### src/exec_map.svh
// register offsets, field positions, opcodes and reset values of the exec unit
// ----------------------------------------------------------------------------
// ----------------------------------------------------------------------------
`ifndef EXEC_MAP_SVH
`define EXEC_MAP_SVH
// apb byte offsets
`define OFS_CTRL 8'h00
`define OFS_INSTR 8'h04
`define OFS_SRC 8'h08
`define OFS_SRC2 8'h0C
`define OFS_DST 8'h10
`define OFS_DST2 8'h14
`define OFS_R0 8'h18
`define OFS_BASE 8'h1C
`define OFS_STAT 8'h20
`define OFS_WP 8'h24
`define OFS_PC 8'h28
`define OFS_RES0 8'h2C
`define OFS_RES1 8'h30
`define OFS_RES2 8'h34
`define OFS_STATE 8'h38
// status word bits, flag n sits at bit 15-n
`define ST_LGT 15
`define ST_AGT 14
`define ST_EQ 13
`define ST_C 12
`define ST_OV 11
`define ST_PAR 10
// opcodes
`define OP_ONES_CMP 6'h08
`define OP_BITS_OUT 6'h0C
`define OP_BITS_IN 6'h0D
`define OP_MUL 6'h0E
`define OP_DIV 6'h0F
`define OP_ASR 8'h08
`define OP_LSR 8'h09
`define OP_ASL 8'h0A
`define OP_ROR 8'h0B
`define OP_CTX_CALL 10'h010
`define OP_X 10'h012
`define OP_BYTE_SWAP 10'h01B
`define OP_MAGNITUDE 10'h01D
// counts
`define FULL_CNT 5'h10
`define BYTE_MAX 5'h08
`define RST_W16 16'h0000
`endif

### src/exec_pkg.sv
// types of the exec unit
package exec_pkg;
  typedef enum logic [1:0] {S_IDLE, S_EXEC, S_SER} fsm_t;
  typedef struct packed {
    fsm_t fsm;
    logic pready;
    logic pslverr;
    logic [31:0] prdata;
    logic [15:0] instr, act, src, src2, dst, dst2, r0, base, st, wp, pc;
    logic [15:0] res0, res1, res2, sh, acc;
    logic [1:0] ext;
    logic [4:0] cnt, idx;
    logic phase, is_in, byte_mode;
    logic [1:0] ptr_inc;
    logic inhibit, irq_take, err, done;
    logic [10:0] io_addr;
    logic io_out, io_wr, io_rd, fetch;
  } state_t;
endpackage : exec_pkg

### src/exec_unit.sv
// exec unit for multiply/divide, compare, serial i/o, shifts, single operand
`timescale 1ns/1ns
`include "exec_map.svh"
module exec_unit
(
  // clock and reset
  input wire logic pclk,
  input wire logic presetn,
  // apb slave
  input wire logic psel,
  input wire logic penable,
  input wire logic pwrite,
  input wire logic [7:0] paddr,
  input wire logic [31:0] pwdata,
  output logic [31:0] prdata,
  output logic pready,
  output logic pslverr,
  // bit serial i/o space
  output logic [10:0] io_addr,
  output logic io_data_out,
  output logic io_wr_strobe,
  output logic io_rd_strobe,
  input wire logic io_data_in,
  // core handshake
  input wire logic irq_line,
  output logic irq_take,
  output logic fetch_cycle_flag
);
  exec_pkg::state_t q, d;
  logic [5:0] op6;
  logic [7:0] op8;
  logic [9:0] op10;
  logic [3:0] cf;

  // ------------------------------------------------------------------------
  // helpers
  // ------------------------------------------------------------------------
  // flags 0-2 against zero; byte results are judged as signed bytes
  function automatic logic [15:0] cmp0(input logic [15:0] st,
                                       input logic [15:0] v,
                                       input logic bm);
    logic [15:0] w;
    w = bm ? {v[7:0], 8'h00} : v;
    cmp0 = st;
    cmp0[`ST_LGT] = (w != `RST_W16);
    cmp0[`ST_AGT] = (w != `RST_W16) && !w[15];
    cmp0[`ST_EQ] = (w == `RST_W16);
  endfunction : cmp0

  function automatic logic mapped(input logic [7:0] a);
    mapped = (a[1:0] == 2'h0) && (a <= `OFS_STATE);
  endfunction : mapped

  // returns {overflow, carry, result}
  function automatic logic [17:0] shift(input logic [1:0] k,
                                        input logic [15:0] v,
                                        input logic [4:0] n);
    logic [15:0] r;
    logic c;
    logic ov;
    r = v;
    c = 1'b0;
    ov = 1'b0;
    for (int i = 0; i < 16; i++)
    begin
      if (5'(i) < n)
      begin
        case (k)
          2'h2:
          begin
            c = r[15];
            r = {r[14:0], 1'b0};
            ov = ov | r[15];
          end
          2'h0:
          begin
            c = r[0];
            r = {r[15], r[15:1]};
          end
          2'h3:
          begin
            c = r[0];
            r = {r[0], r[15:1]};
          end
          default:
          begin
            c = r[0];
            r = {1'b0, r[15:1]};
          end
        endcase
      end
    end
    shift = {ov, c, r};
  endfunction : shift

  function automatic logic [15:0] rd(input exec_pkg::state_t s,
                                     input logic [7:0] a);
    case (a)
      `OFS_CTRL: rd = {14'h0000, s.ext};
      `OFS_INSTR: rd = s.instr;
      `OFS_SRC: rd = s.src;
      `OFS_SRC2: rd = s.src2;
      `OFS_DST: rd = s.dst;
      `OFS_DST2: rd = s.dst2;
      `OFS_R0: rd = s.r0;
      `OFS_BASE: rd = s.base;
      `OFS_STAT: rd = s.st;
      `OFS_WP: rd = s.wp;
      `OFS_PC: rd = s.pc;
      `OFS_RES0: rd = s.res0;
      `OFS_RES1: rd = s.res1;
      `OFS_RES2: rd = s.res2;
      `OFS_STATE: rd = {8'h00, s.ptr_inc, s.byte_mode, s.err, s.done,
                        s.inhibit, s.fsm};
      default: rd = `RST_W16;
    endcase
  endfunction : rd

  assign op6 = q.act[15:10];
  assign op8 = q.act[15:8];
  assign op10 = q.act[15:6];
  assign cf = (op6 == `OP_BITS_OUT || op6 == `OP_BITS_IN) ? q.act[9:6] :
              q.act[7:4];

  // ------------------------------------------------------------------------
  // next state
  // ------------------------------------------------------------------------
  always_comb
  begin
    logic [31:0] num;
    logic [17:0] sr;
    logic [4:0] n;
    logic last;
    logic [15:0] v;
    num = {q.dst, q.dst2};
    sr = 18'h00000;
    n = 5'h00;
    last = 1'b0;
    v = `RST_W16;
    d = q;
    d.io_wr = 1'b0;
    d.io_rd = 1'b0;
    d.fetch = 1'b0;
    d.irq_take = 1'b0;
    // apb: one wait state, write lands on the pready edge
    if (psel && penable && !q.pready)
    begin
      d.pready = 1'b1;
      d.prdata = {16'h0000, rd(q, paddr)};
      d.pslverr = !mapped(paddr);
    end
    else if (q.pready)
    begin
      d.pready = 1'b0;
      d.pslverr = 1'b0;
      // operand writes while busy would corrupt the run, so they are dropped
      if (psel && pwrite && mapped(paddr) && q.fsm == exec_pkg::S_IDLE)
      begin
        case (paddr)
          `OFS_CTRL:
          begin
            d.ext = pwdata[2:1];
            if (pwdata[0])
            begin
              d.act = q.instr;
              d.fetch = 1'b1;
              d.done = 1'b0;
              d.err = 1'b0;
              d.fsm = exec_pkg::S_EXEC;
            end
          end
          `OFS_INSTR: d.instr = pwdata[15:0];
          `OFS_SRC: d.src = pwdata[15:0];
          `OFS_SRC2: d.src2 = pwdata[15:0];
          `OFS_DST: d.dst = pwdata[15:0];
          `OFS_DST2: d.dst2 = pwdata[15:0];
          `OFS_R0: d.r0 = pwdata[15:0];
          `OFS_BASE: d.base = pwdata[15:0];
          `OFS_STAT: d.st = pwdata[15:0];
          `OFS_WP: d.wp = pwdata[15:0];
          `OFS_PC: d.pc = pwdata[15:0];
          default: d.ext = q.ext;
        endcase
      end
    end

    case (q.fsm)
      exec_pkg::S_IDLE: d.idx = 5'h00;
      exec_pkg::S_EXEC:
      begin
        last = 1'b1;
        if (op6 == `OP_MUL)
          {d.res0, d.res1} = 32'(q.src) * 32'(q.dst);
        else if (op6 == `OP_DIV)
        begin
          if (q.src <= q.dst)
          begin
            d.st[`ST_OV] = 1'b1;
            d.res0 = q.dst;
            d.res1 = q.dst2;
          end
          else
          begin
            d.st[`ST_OV] = 1'b0;
            d.res0 = 16'(num / 32'(q.src));
            d.res1 = 16'(num % 32'(q.src));
          end
        end
        else if (op6 == `OP_ONES_CMP)
          d.st[`ST_EQ] = ((q.dst & q.src) == q.src);
        else if (op6 == `OP_BITS_OUT || op6 == `OP_BITS_IN)
        begin
          last = 1'b0;
          n = (cf == 4'h0) ? `FULL_CNT : {1'b0, cf};
          d.cnt = n;
          d.byte_mode = (n <= `BYTE_MAX);
          d.ptr_inc = (n <= `BYTE_MAX) ? 2'h1 : 2'h2;
          d.is_in = (op6 == `OP_BITS_IN);
          d.sh = q.src;
          d.acc = `RST_W16;
          d.idx = 5'h00;
          d.phase = 1'b0;
          d.fsm = exec_pkg::S_SER;
        end
        else if (op8 >= `OP_ASR && op8 <= `OP_ROR)
        begin
          n = (cf != 4'h0) ? {1'b0, cf} :
              ((q.r0[3:0] == 4'h0) ? `FULL_CNT : {1'b0, q.r0[3:0]});
          sr = shift(op8[1:0], q.dst, n);
          d.res0 = sr[15:0];
          d.st = cmp0(q.st, sr[15:0], 1'b0);
          d.st[`ST_C] = sr[16];
          if (op8 == `OP_ASL)
            d.st[`ST_OV] = sr[17];
        end
        else if (op10 == `OP_CTX_CALL)
        begin
          d.wp = q.src;
          d.pc = q.src2;
          d.res0 = q.wp;
          d.res1 = q.pc;
          d.res2 = q.st;
        end
        else if (op10 == `OP_MAGNITUDE)
        begin
          d.st = cmp0(q.st, q.src, 1'b0);
          d.st[`ST_C] = 1'b0;
          d.st[`ST_OV] = (q.src == 16'h8000);
          d.res0 = q.src[15] ? 16'(-q.src) : q.src;
        end
        else if (op10 == `OP_BYTE_SWAP)
          d.res0 = {q.src[7:0], q.src[15:8]};
        else if (op10 == `OP_X)
        begin
          // target word sits in src; no acquisition flag for it
          last = 1'b0;
          d.act = q.src;
          d.pc = q.pc + {13'h0000, q.ext, 1'b0};
          d.fetch = 1'b0;
        end
        else
          d.err = 1'b1;
      end
      exec_pkg::S_SER:
      begin
        // phase 0 drives address and strobe, phase 1 samples the input
        d.phase = !q.phase;
        if (!q.phase)
        begin
          d.io_addr = q.base[11:1] + 11'(q.idx);
          d.io_out = q.sh[0];
          d.io_wr = !q.is_in;
          d.io_rd = q.is_in;
        end
        else
        begin
          d.sh = {1'b0, q.sh[15:1]};
          if (q.is_in)
            d.acc[q.idx[3:0]] = io_data_in;
          d.idx = q.idx + 5'h01;
          if (q.idx + 5'h01 == q.cnt)
          begin
            last = 1'b1;
            v = q.is_in ? d.acc : q.src;
            if (q.byte_mode)
              v = {8'h00, v[7:0]};
            d.res0 = v;
            d.st = cmp0(q.st, v, q.byte_mode);
            if (q.byte_mode)
              d.st[`ST_PAR] = ^v[7:0];
          end
        end
      end
      default: d.fsm = exec_pkg::S_IDLE;
    endcase

    // instruction boundary: interrupt sampling
    if (last)
    begin
      d.fsm = exec_pkg::S_IDLE;
      d.done = 1'b1;
      if (q.fsm == exec_pkg::S_EXEC && op10 == `OP_CTX_CALL)
        d.inhibit = 1'b1;
      else
      begin
        // the call skipped its own sample; the next end samples again
        d.irq_take = irq_line;
        d.inhibit = 1'b0;
      end
    end
  end

  always_ff @(posedge pclk or negedge presetn)
  begin
    if (!presetn)
      q <= '0;
    else
      q <= d;
  end

  assign prdata = q.prdata;
  assign pready = q.pready;
  assign pslverr = q.pslverr;
  assign io_addr = q.io_addr;
  assign io_data_out = q.io_out;
  assign io_wr_strobe = q.io_wr;
  assign io_rd_strobe = q.io_rd;
  assign irq_take = q.irq_take;
  assign fetch_cycle_flag = q.fetch;

  logic ex;
  assign ex = (q.fsm == exec_pkg::S_EXEC);
endmodule : exec_unit

### config.mk
export PLATFORM = sky130hd
export DESIGN_NAME = exec_unit
export DESIGN_NICKNAME = d
export VERILOG_FILES = /design/src/exec_pkg.sv /design/src/exec_unit.sv
export VERILOG_INCLUDE_DIRS = /design/src
export SDC_FILE = /design/constraint.sdc
export NUM_CORES = 2
export LEC_CHECK = 0
export BUFFER_PORTS_ARGS = -buffer_cell sky130_fd_sc_hd__clkbuf_2
export CORE_MARGIN = 2
export CORE_UTILIZATION = 40
export DETAILED_ROUTE_END_ITERATION = 10
export PLACE_DENSITY = 0.64
export SLEW_MARGIN = 10
export SYNTH_ARGS = -nofsm -noshare
export SYNTH_HDL_FRONTEND = slang
export SYNTH_SLANG_ARGS = --single-unit
### constraint.sdc
create_clock -name pclk -period 231.4 [get_ports pclk]
set_input_delay 46.28 -clock pclk [delete_from_list [all_inputs] [get_ports pclk]]
set_output_delay 46.28 -clock pclk [all_outputs]
set_load 0.01 [all_outputs]
# Yosys cells after proc, flatten, opt, wreduce, memory -nomap -nowiden
# Index checks and enable logic that the tools add are counted.
# W data, S select, Z words.
[op_classes]
n_div = 2
bitwise = 23
add_sub_neg = 4
n_reduce_logical = 63
muxes = 436
n_mul = 1
eq_ne = 49
n_lt_le_gt_ge = 23
[ops]
columns = ["operator", "count"]
rows = [
  ["$mux W16", 155],
  ["$pmux W16 S3", 16],
  ["$mux W32", 18],
  ["$mux W160", 3],
  ["$pmux W16 S15", 1],
  ["$mux W1", 200],
  ["$mux W125", 1],
  ["$mux W96", 1],
  ["$pmux W16 S2", 2],
  ["$pmux W32 S2", 1],
  ["$eq A8 B6 Y1 const B", 7],
  ["$logic_not A16 Y1", 3],
  ["$mux W48", 1],
  ["$reduce_bool A16 Y1", 3],
  ["$mux W43", 1],
  ["$eq A10 B5 Y1 const B", 4],
  ["$lt A4 B5 Y1 const A", 8],
  ["$mux W10", 4],
  ["$mux W2", 19],
  ["$div A32 B16 Y32", 1],
  ["$eq A8 B5 Y1 const B", 4],
  ["$mod A32 B16 Y32", 1],
  ["$mul A16 B16 Y32", 1],
  ["$reduce_and A4 Y1", 8],
  ["58 further kinds", 138],
]
[totals]
in_bits = 47
ff_bits = 312
output_inout_bits = 50
wordCells = 641

# Longest topological paths before layout
[logic_depth]
word_depth = 149
mapped_depth = 458
mapped_depth_nobuf = 420

# Least setup slack after synthesis
# OpenSTA, ideal clock, no wires.
[synth_path]
path_type = "flip-flop to flip-flop"
from = "register q[244] in the netlist's numbering"
to = "register q[94] in the netlist's numbering"
period_less_slack_ns = 88.431
required_ns = 231.281
path_buffers = 44
slack_ns = 142.969
stages_incl_launch_ff = 434
arrival_time_ns = 88.312
setup_ns = 0.119
path_cell_list = "dfrtp_1 > clkbuf_1 > inv_1 > buf_1 > ha_1 > nor4b_1 > a41oi_1 > a31oi_1 > ha_1 > o21a_1 > nor2_1 > nor3_1 > nand2b_1 > nand2_1 > ha_1 > o211ai_1 > and2_1 > or4_1 > [... 398 more ...] > a21o_1 > a21oi_1 > o21bai_1 > a21oi_1 > o21ai_0 > a21o_1 > a21o_1 > o21ai_0 > nand2b_1 > a21oi_1 > and3_1 > nand3_1 > a2111oi_2 > and4_1 > buf_4 > buf_4 > mux2i_1 > nand2_1"
[synth_via]
elab_chain_cells = 4
elab_cells_between_ends = 6
cone_classes = "mul: 1; div: 1; order compare: 1; mux: 3"
[synth_lines]
columns = ["item", "line_no", "text"]
rows = [
  ["from (decl)", "exec_unit.sv:29", "exec_pkg::state_t q, d;"],
  ["from (signal assigned)", "exec_unit.sv:316", "q <= '0;"],
  ["from (signal assigned)", "exec_unit.sv:318", "q <= d;"],
  ["$mod A32 B16 Y32 / $le A16 B16 Y1 (equally long branches)", "exec_unit.sv:206, exec_unit.sv:196", ""],
  ["$mux W32", "exec_unit.sv:196", "if (q.src <= q.dst)"],
  ["$mux W32", "exec_unit.sv:194", "else if (op6 == `OP_DIV)"],
  ["$mux W32 (*)", "exec_unit.sv:192", "if (op6 == `OP_MUL)"],
]
# Every way passes the cells marked *; elsewhere a longest branch is shown, timed or not.
# A chain may end at the register's enable or synchronous reset.

# Worst setup path after layout
[layout_path]
from = "register q[253] in the netlist's numbering"
to = "register q[87] in the netlist's numbering"
[layout_via]
elab_chain_cells = 4
elab_cells_between_ends = 5
cone_classes = "div: 1; order compare: 1; mux: 3"
[layout_lines]
columns = ["item", "line_no"]
rows = [
  ["$mod A32 B16 Y32 / $le A16 B16 Y1 (equally long branches)", "exec_unit.sv:206, exec_unit.sv:196"],
  ["$mux W32 (*)", "exec_unit.sv:196"],
  ["$mux W32 (*)", "exec_unit.sv:194"],
  ["$mux W32 (*)", "exec_unit.sv:192"],
]
# Marks and branches as above.

==> results.py <==
metrics = {
    "status": {
        "status": "complete, no violations",
    },
    "pwr": {
        "ir_drop_mv": 0.0268,
        "intPower_mw": 0.244,
        "p_total_mw": 0.506,
        "power_switching_mw": 0.262,
        "total_leakage_power_nw": 26.1,
        "p_sw_share_pct": 51.8,
        "seqPwrFrac_pct": 10.7,
        "comb_power_share_pct": 77.5,
        "p_per_area_mw_per_mm2": 8.89,
        "power_frac_clock_pct": 11.8,
    },
    "global_route": {
        "grt_usage_pct": 28.4,
        "grt_max_degree": 114,
        "grt_pass1_wl_um": 306000,
        "grt_overflow": 0,
        "grt_pass1_vias": 51700,
        "grt_antenna_before_repair": 14,
    },
    "sta": {
        "worst_pin_slew_ns": 1.14,
        "period_needed_ns": 102.04,
        "drv_slew": 0,
        "relSlewSlack_pct": 23.7,
        "finalSetupViolCount": 0,
        "hold_viol": 0,
        "rsz0062_at_grt": "no",
        "fin_worst_skew_ns": 0.0200,
        "fin_crit_sh_pct": 44.1,
        "max_freq_mhz": 9.80,
        "fin_setup_tns_ns": 0,
    },
    "layout": {
        "fill_cells": 13500,
        "area.growth.synth_to_final_pct": 6.04,
        "instances_no_fill": 8675,
        "fin_area_mm2": 0.0569,
        "drive_gt1_share_pct": 9.77,
        "final_util_pct": 42.7,
        "nets": 7675,
    },
    "clock_tree": {
        "holdBufCountCts": 0,
        "clock_latency_ns": 0.57,
        "cts_tree": "yes",
        "cts_sinks": 307,
        "h-tree-depth": 2,
        "cts_inserted_buffers": 36,
        "cts_resized": 0,
        "cts.root.buffer_cell": "clkbuf_16",
        "cts.path.max_buffers": 3,
        "clk_pin_slew_ns": 0.06,
        "post_cts_buffers": 0,
    },
    "logic_synthesis": {
        "yosysWarnings": 0,
        "syn_area_mm2": 0.0537,
        "yosysTopAreaCell": "dfrtp_1",
        "synth_area_leaders": "dfrtp_1, ha_1, fa_1",
        "yosys.area.top_type_share_pct": 14.3,
        "syn_area_per_cell_um2": 7.63,
        "synth_edf_count": 0,
        "netlist-cell-type-count": 134,
        "synthArstFlopShare_pct": 100,
        "syn_inst": 7040,
        "synth_seq_area_share_pct": 14.3,
        "ys.flop_type": "dfrtp_1",
        "synth-seq-cells": 307,
    },
    "setup_path": {
        "cp_slowest_cell": "o221ai_1",
        "startpoint_type": "register",
        "critPathKind": "register to register",
        "cpMostUsedCell": "o21a_1",
        "cp.required_ns": 231.83,
        "cp_slowest_stage_delay_ns": 0.87,
        "path_delay_family": "compound AO/OA/AOI/OAI gates",
        "cp-end-kind": "register",
        "crit_arrival_ns": 102.47,
        "critical_path_buf_inv_count": 20,
        "r2r_slack_ns": 129.36,
        "worst-path-max-fanout": 44,
    },
    "placement": {
        "portBuffers": 64,
        "placed_area_mm2": 0.0557,
        "place_congestion": 1.01,
        "place_inst": 8602,
        "dpl.hpwl_um": 152000,
    },
    "hold_path": {
        "hold_path.class": "register to register",
    },
    "routing": {
        "drt-pass1-iter-count": 7,
        "drc_errors": 0,
        "dr.first_iter.drc_count": 5295,
        "viasPerCell": 6.31,
        "drt_wl_total_um": 201000,
        "post_drt_wl_per_cell_um": 23.2,
        "drtAntennaViolNets": 0,
        "vias": 54700,
    },
    "die": {
        "core_area_mm2": 0.133,
        "die_h_um": 370,
        "chipWidth_um": 370,
        "initial_core_util_pct": 40.3,
        "dieArea_mm2": 0.137,
        "placementRows": 134,
        "pin_count": 97,
    },
    "job": {
        "max_cap_viol_count": 0,
    },
}
through the flow:
stage	hold slack (ns)	worst slack, ns
CTS	0.478	131.09
global route	0.494	122.24
global placement	0.461	132.96
detailed placement	0.464	131.42
floorplan	0.446	142.97
finish	0.475	129.36
worst register-to-register path, delay by kind of cell, from the launching register on:
kind | cells | cell delay (ns)
adder cells (fa/ha/maj) | 31 | 10.22
buffers and inverters | 20 | 4.02
AND/OR/NAND/NOR | 107 | 28.73
AO/OA/AOI/OAI | 238 | 56.67
flip-flops | 1 | 0.36
multiplexers | 5 | 1.87
worst paths after layout:
check | start | endpoint | cells after the start
min in group asynchronous | presetn | q[41] | 1
worst max-delay path | q[253] | q[87] | 401
worst min register to register | prdata[4] | prdata[4] | 2
max in group asynchronous | presetn | q[221] | 3
worst min-delay path | prdata[4] | prdata[4] | 2
worst max register to register | q[253] | q[87] | 401
area by class of cell:
| cell class | instances | area [um2] | area share [%] |
|---|---|---|---|
| clock inverter | 14 | 165 | 0.290 |
| antenna | 7 | 17.5 | 0.0308 |
| sequential | 307 | 7680 | 13.5 |
| timing repair buffer | 209 | 1420 | 2.49 |
| tap | 1768 | 2210 | 3.89 |
| inverter | 352 | 1320 | 2.32 |
| multi-input combinational | 5966 | 43100 | 75.6 |
| clock buffer | 52 | 1050 | 1.85 |
power groups by stage:
stage	clock network (mW)	registers [mW]	logic [mW]
after CTS	0.0602	0.0540	0.388
after global placement	0	0.0550	0.377
after detailed placement	0	0.0550	0.385
after global routing	0.0624	0.0540	0.435
after floorplan	0	0.0550	0.305
final	0.0599	0.0540	0.392
logic make-up (layout without fill, tap and decap cells):
| group | count (synthesis) | in the layout | share of synthesized area (%) |
|---|---|---|---|
| other cells | 1 | 23 | 0.00698 |
| flops | 307 | 307 | 14.3 |
| compound gates | 2153 | 2153 | 27.0 |
| mux | 333 | 333 | 6.81 |
| fa+ha+maj | 758 | 758 | 20.4 |
| buf+inv | 782 | 627 | 5.89 |
| xor+xnor | 265 | 265 | 4.32 |
| simple gates | 2441 | 2441 | 21.3 |
sequential cells by signal, indices dropped and copies added (netlist names):
signal / cells
q: 263
prdata: 16
io_addr: 11
op10: 10
fetch_cycle_flag: 1
io_data_out: 1
io_rd_strobe: 1
io_wr_strobe: 1
irq_take: 1
pready: 1
pslverr: 1
layer usage:
layer  vias up  part of all wire, %  track usage (%)
met5         -                0.076                0
met4        16                  6.4             15.6
met3       623                  8.6             5.10
met2      2481                   45             45.3
met1     26300                   40             36.2
li1      25300                    -                -
synth_stat cells (all sizes together), types with 31 or more instances:
cell / number
a211oi: 57
a21boi: 38
a21o: 128
a21oi: 459
a221oi: 46
a22o: 43
a22oi: 75
a31oi: 77
and2: 47
and3: 58
buf: 116
clkbuf: 314
dfrtp: 307
fa: 197
ha: 559
inv: 340
mux2: 198
mux2i: 132
nand2: 817
nand2b: 48
nand3: 158
nand4: 43
nor2: 679
nor2b: 48
nor3: 259
nor4: 45
o211ai: 63
o21a: 198
o21ai: 500
o21bai: 31
o22ai: 39
o31ai: 104
or2: 78
or3: 60
xnor2: 175
xor2: 90
cells in the final DEF, fill, tap and decap left out, types with 63 or more instances in the layout:
cell type	synthesis	layout
nand2_1	814	813
nor2_1	673	666
ha_1	559	558
o21ai_0	482	480
a21oi_1	457	457
inv_1	336	332
dfrtp_1	307	307
nor3_1	249	238
o21a_1	198	198
fa_1	197	197
mux2_2	191	191
xnor2_1	175	175
nand3_1	157	157
buf_4	48	145
mux2i_1	129	129
a21o_1	127	127
o31ai_1	99	99
xor2_1	90	90
a31oi_1	77	76
a22oi_1	73	73
or2_2	71	71
clkbuf_2	0	63
Power figures use the tool's default switching activity.
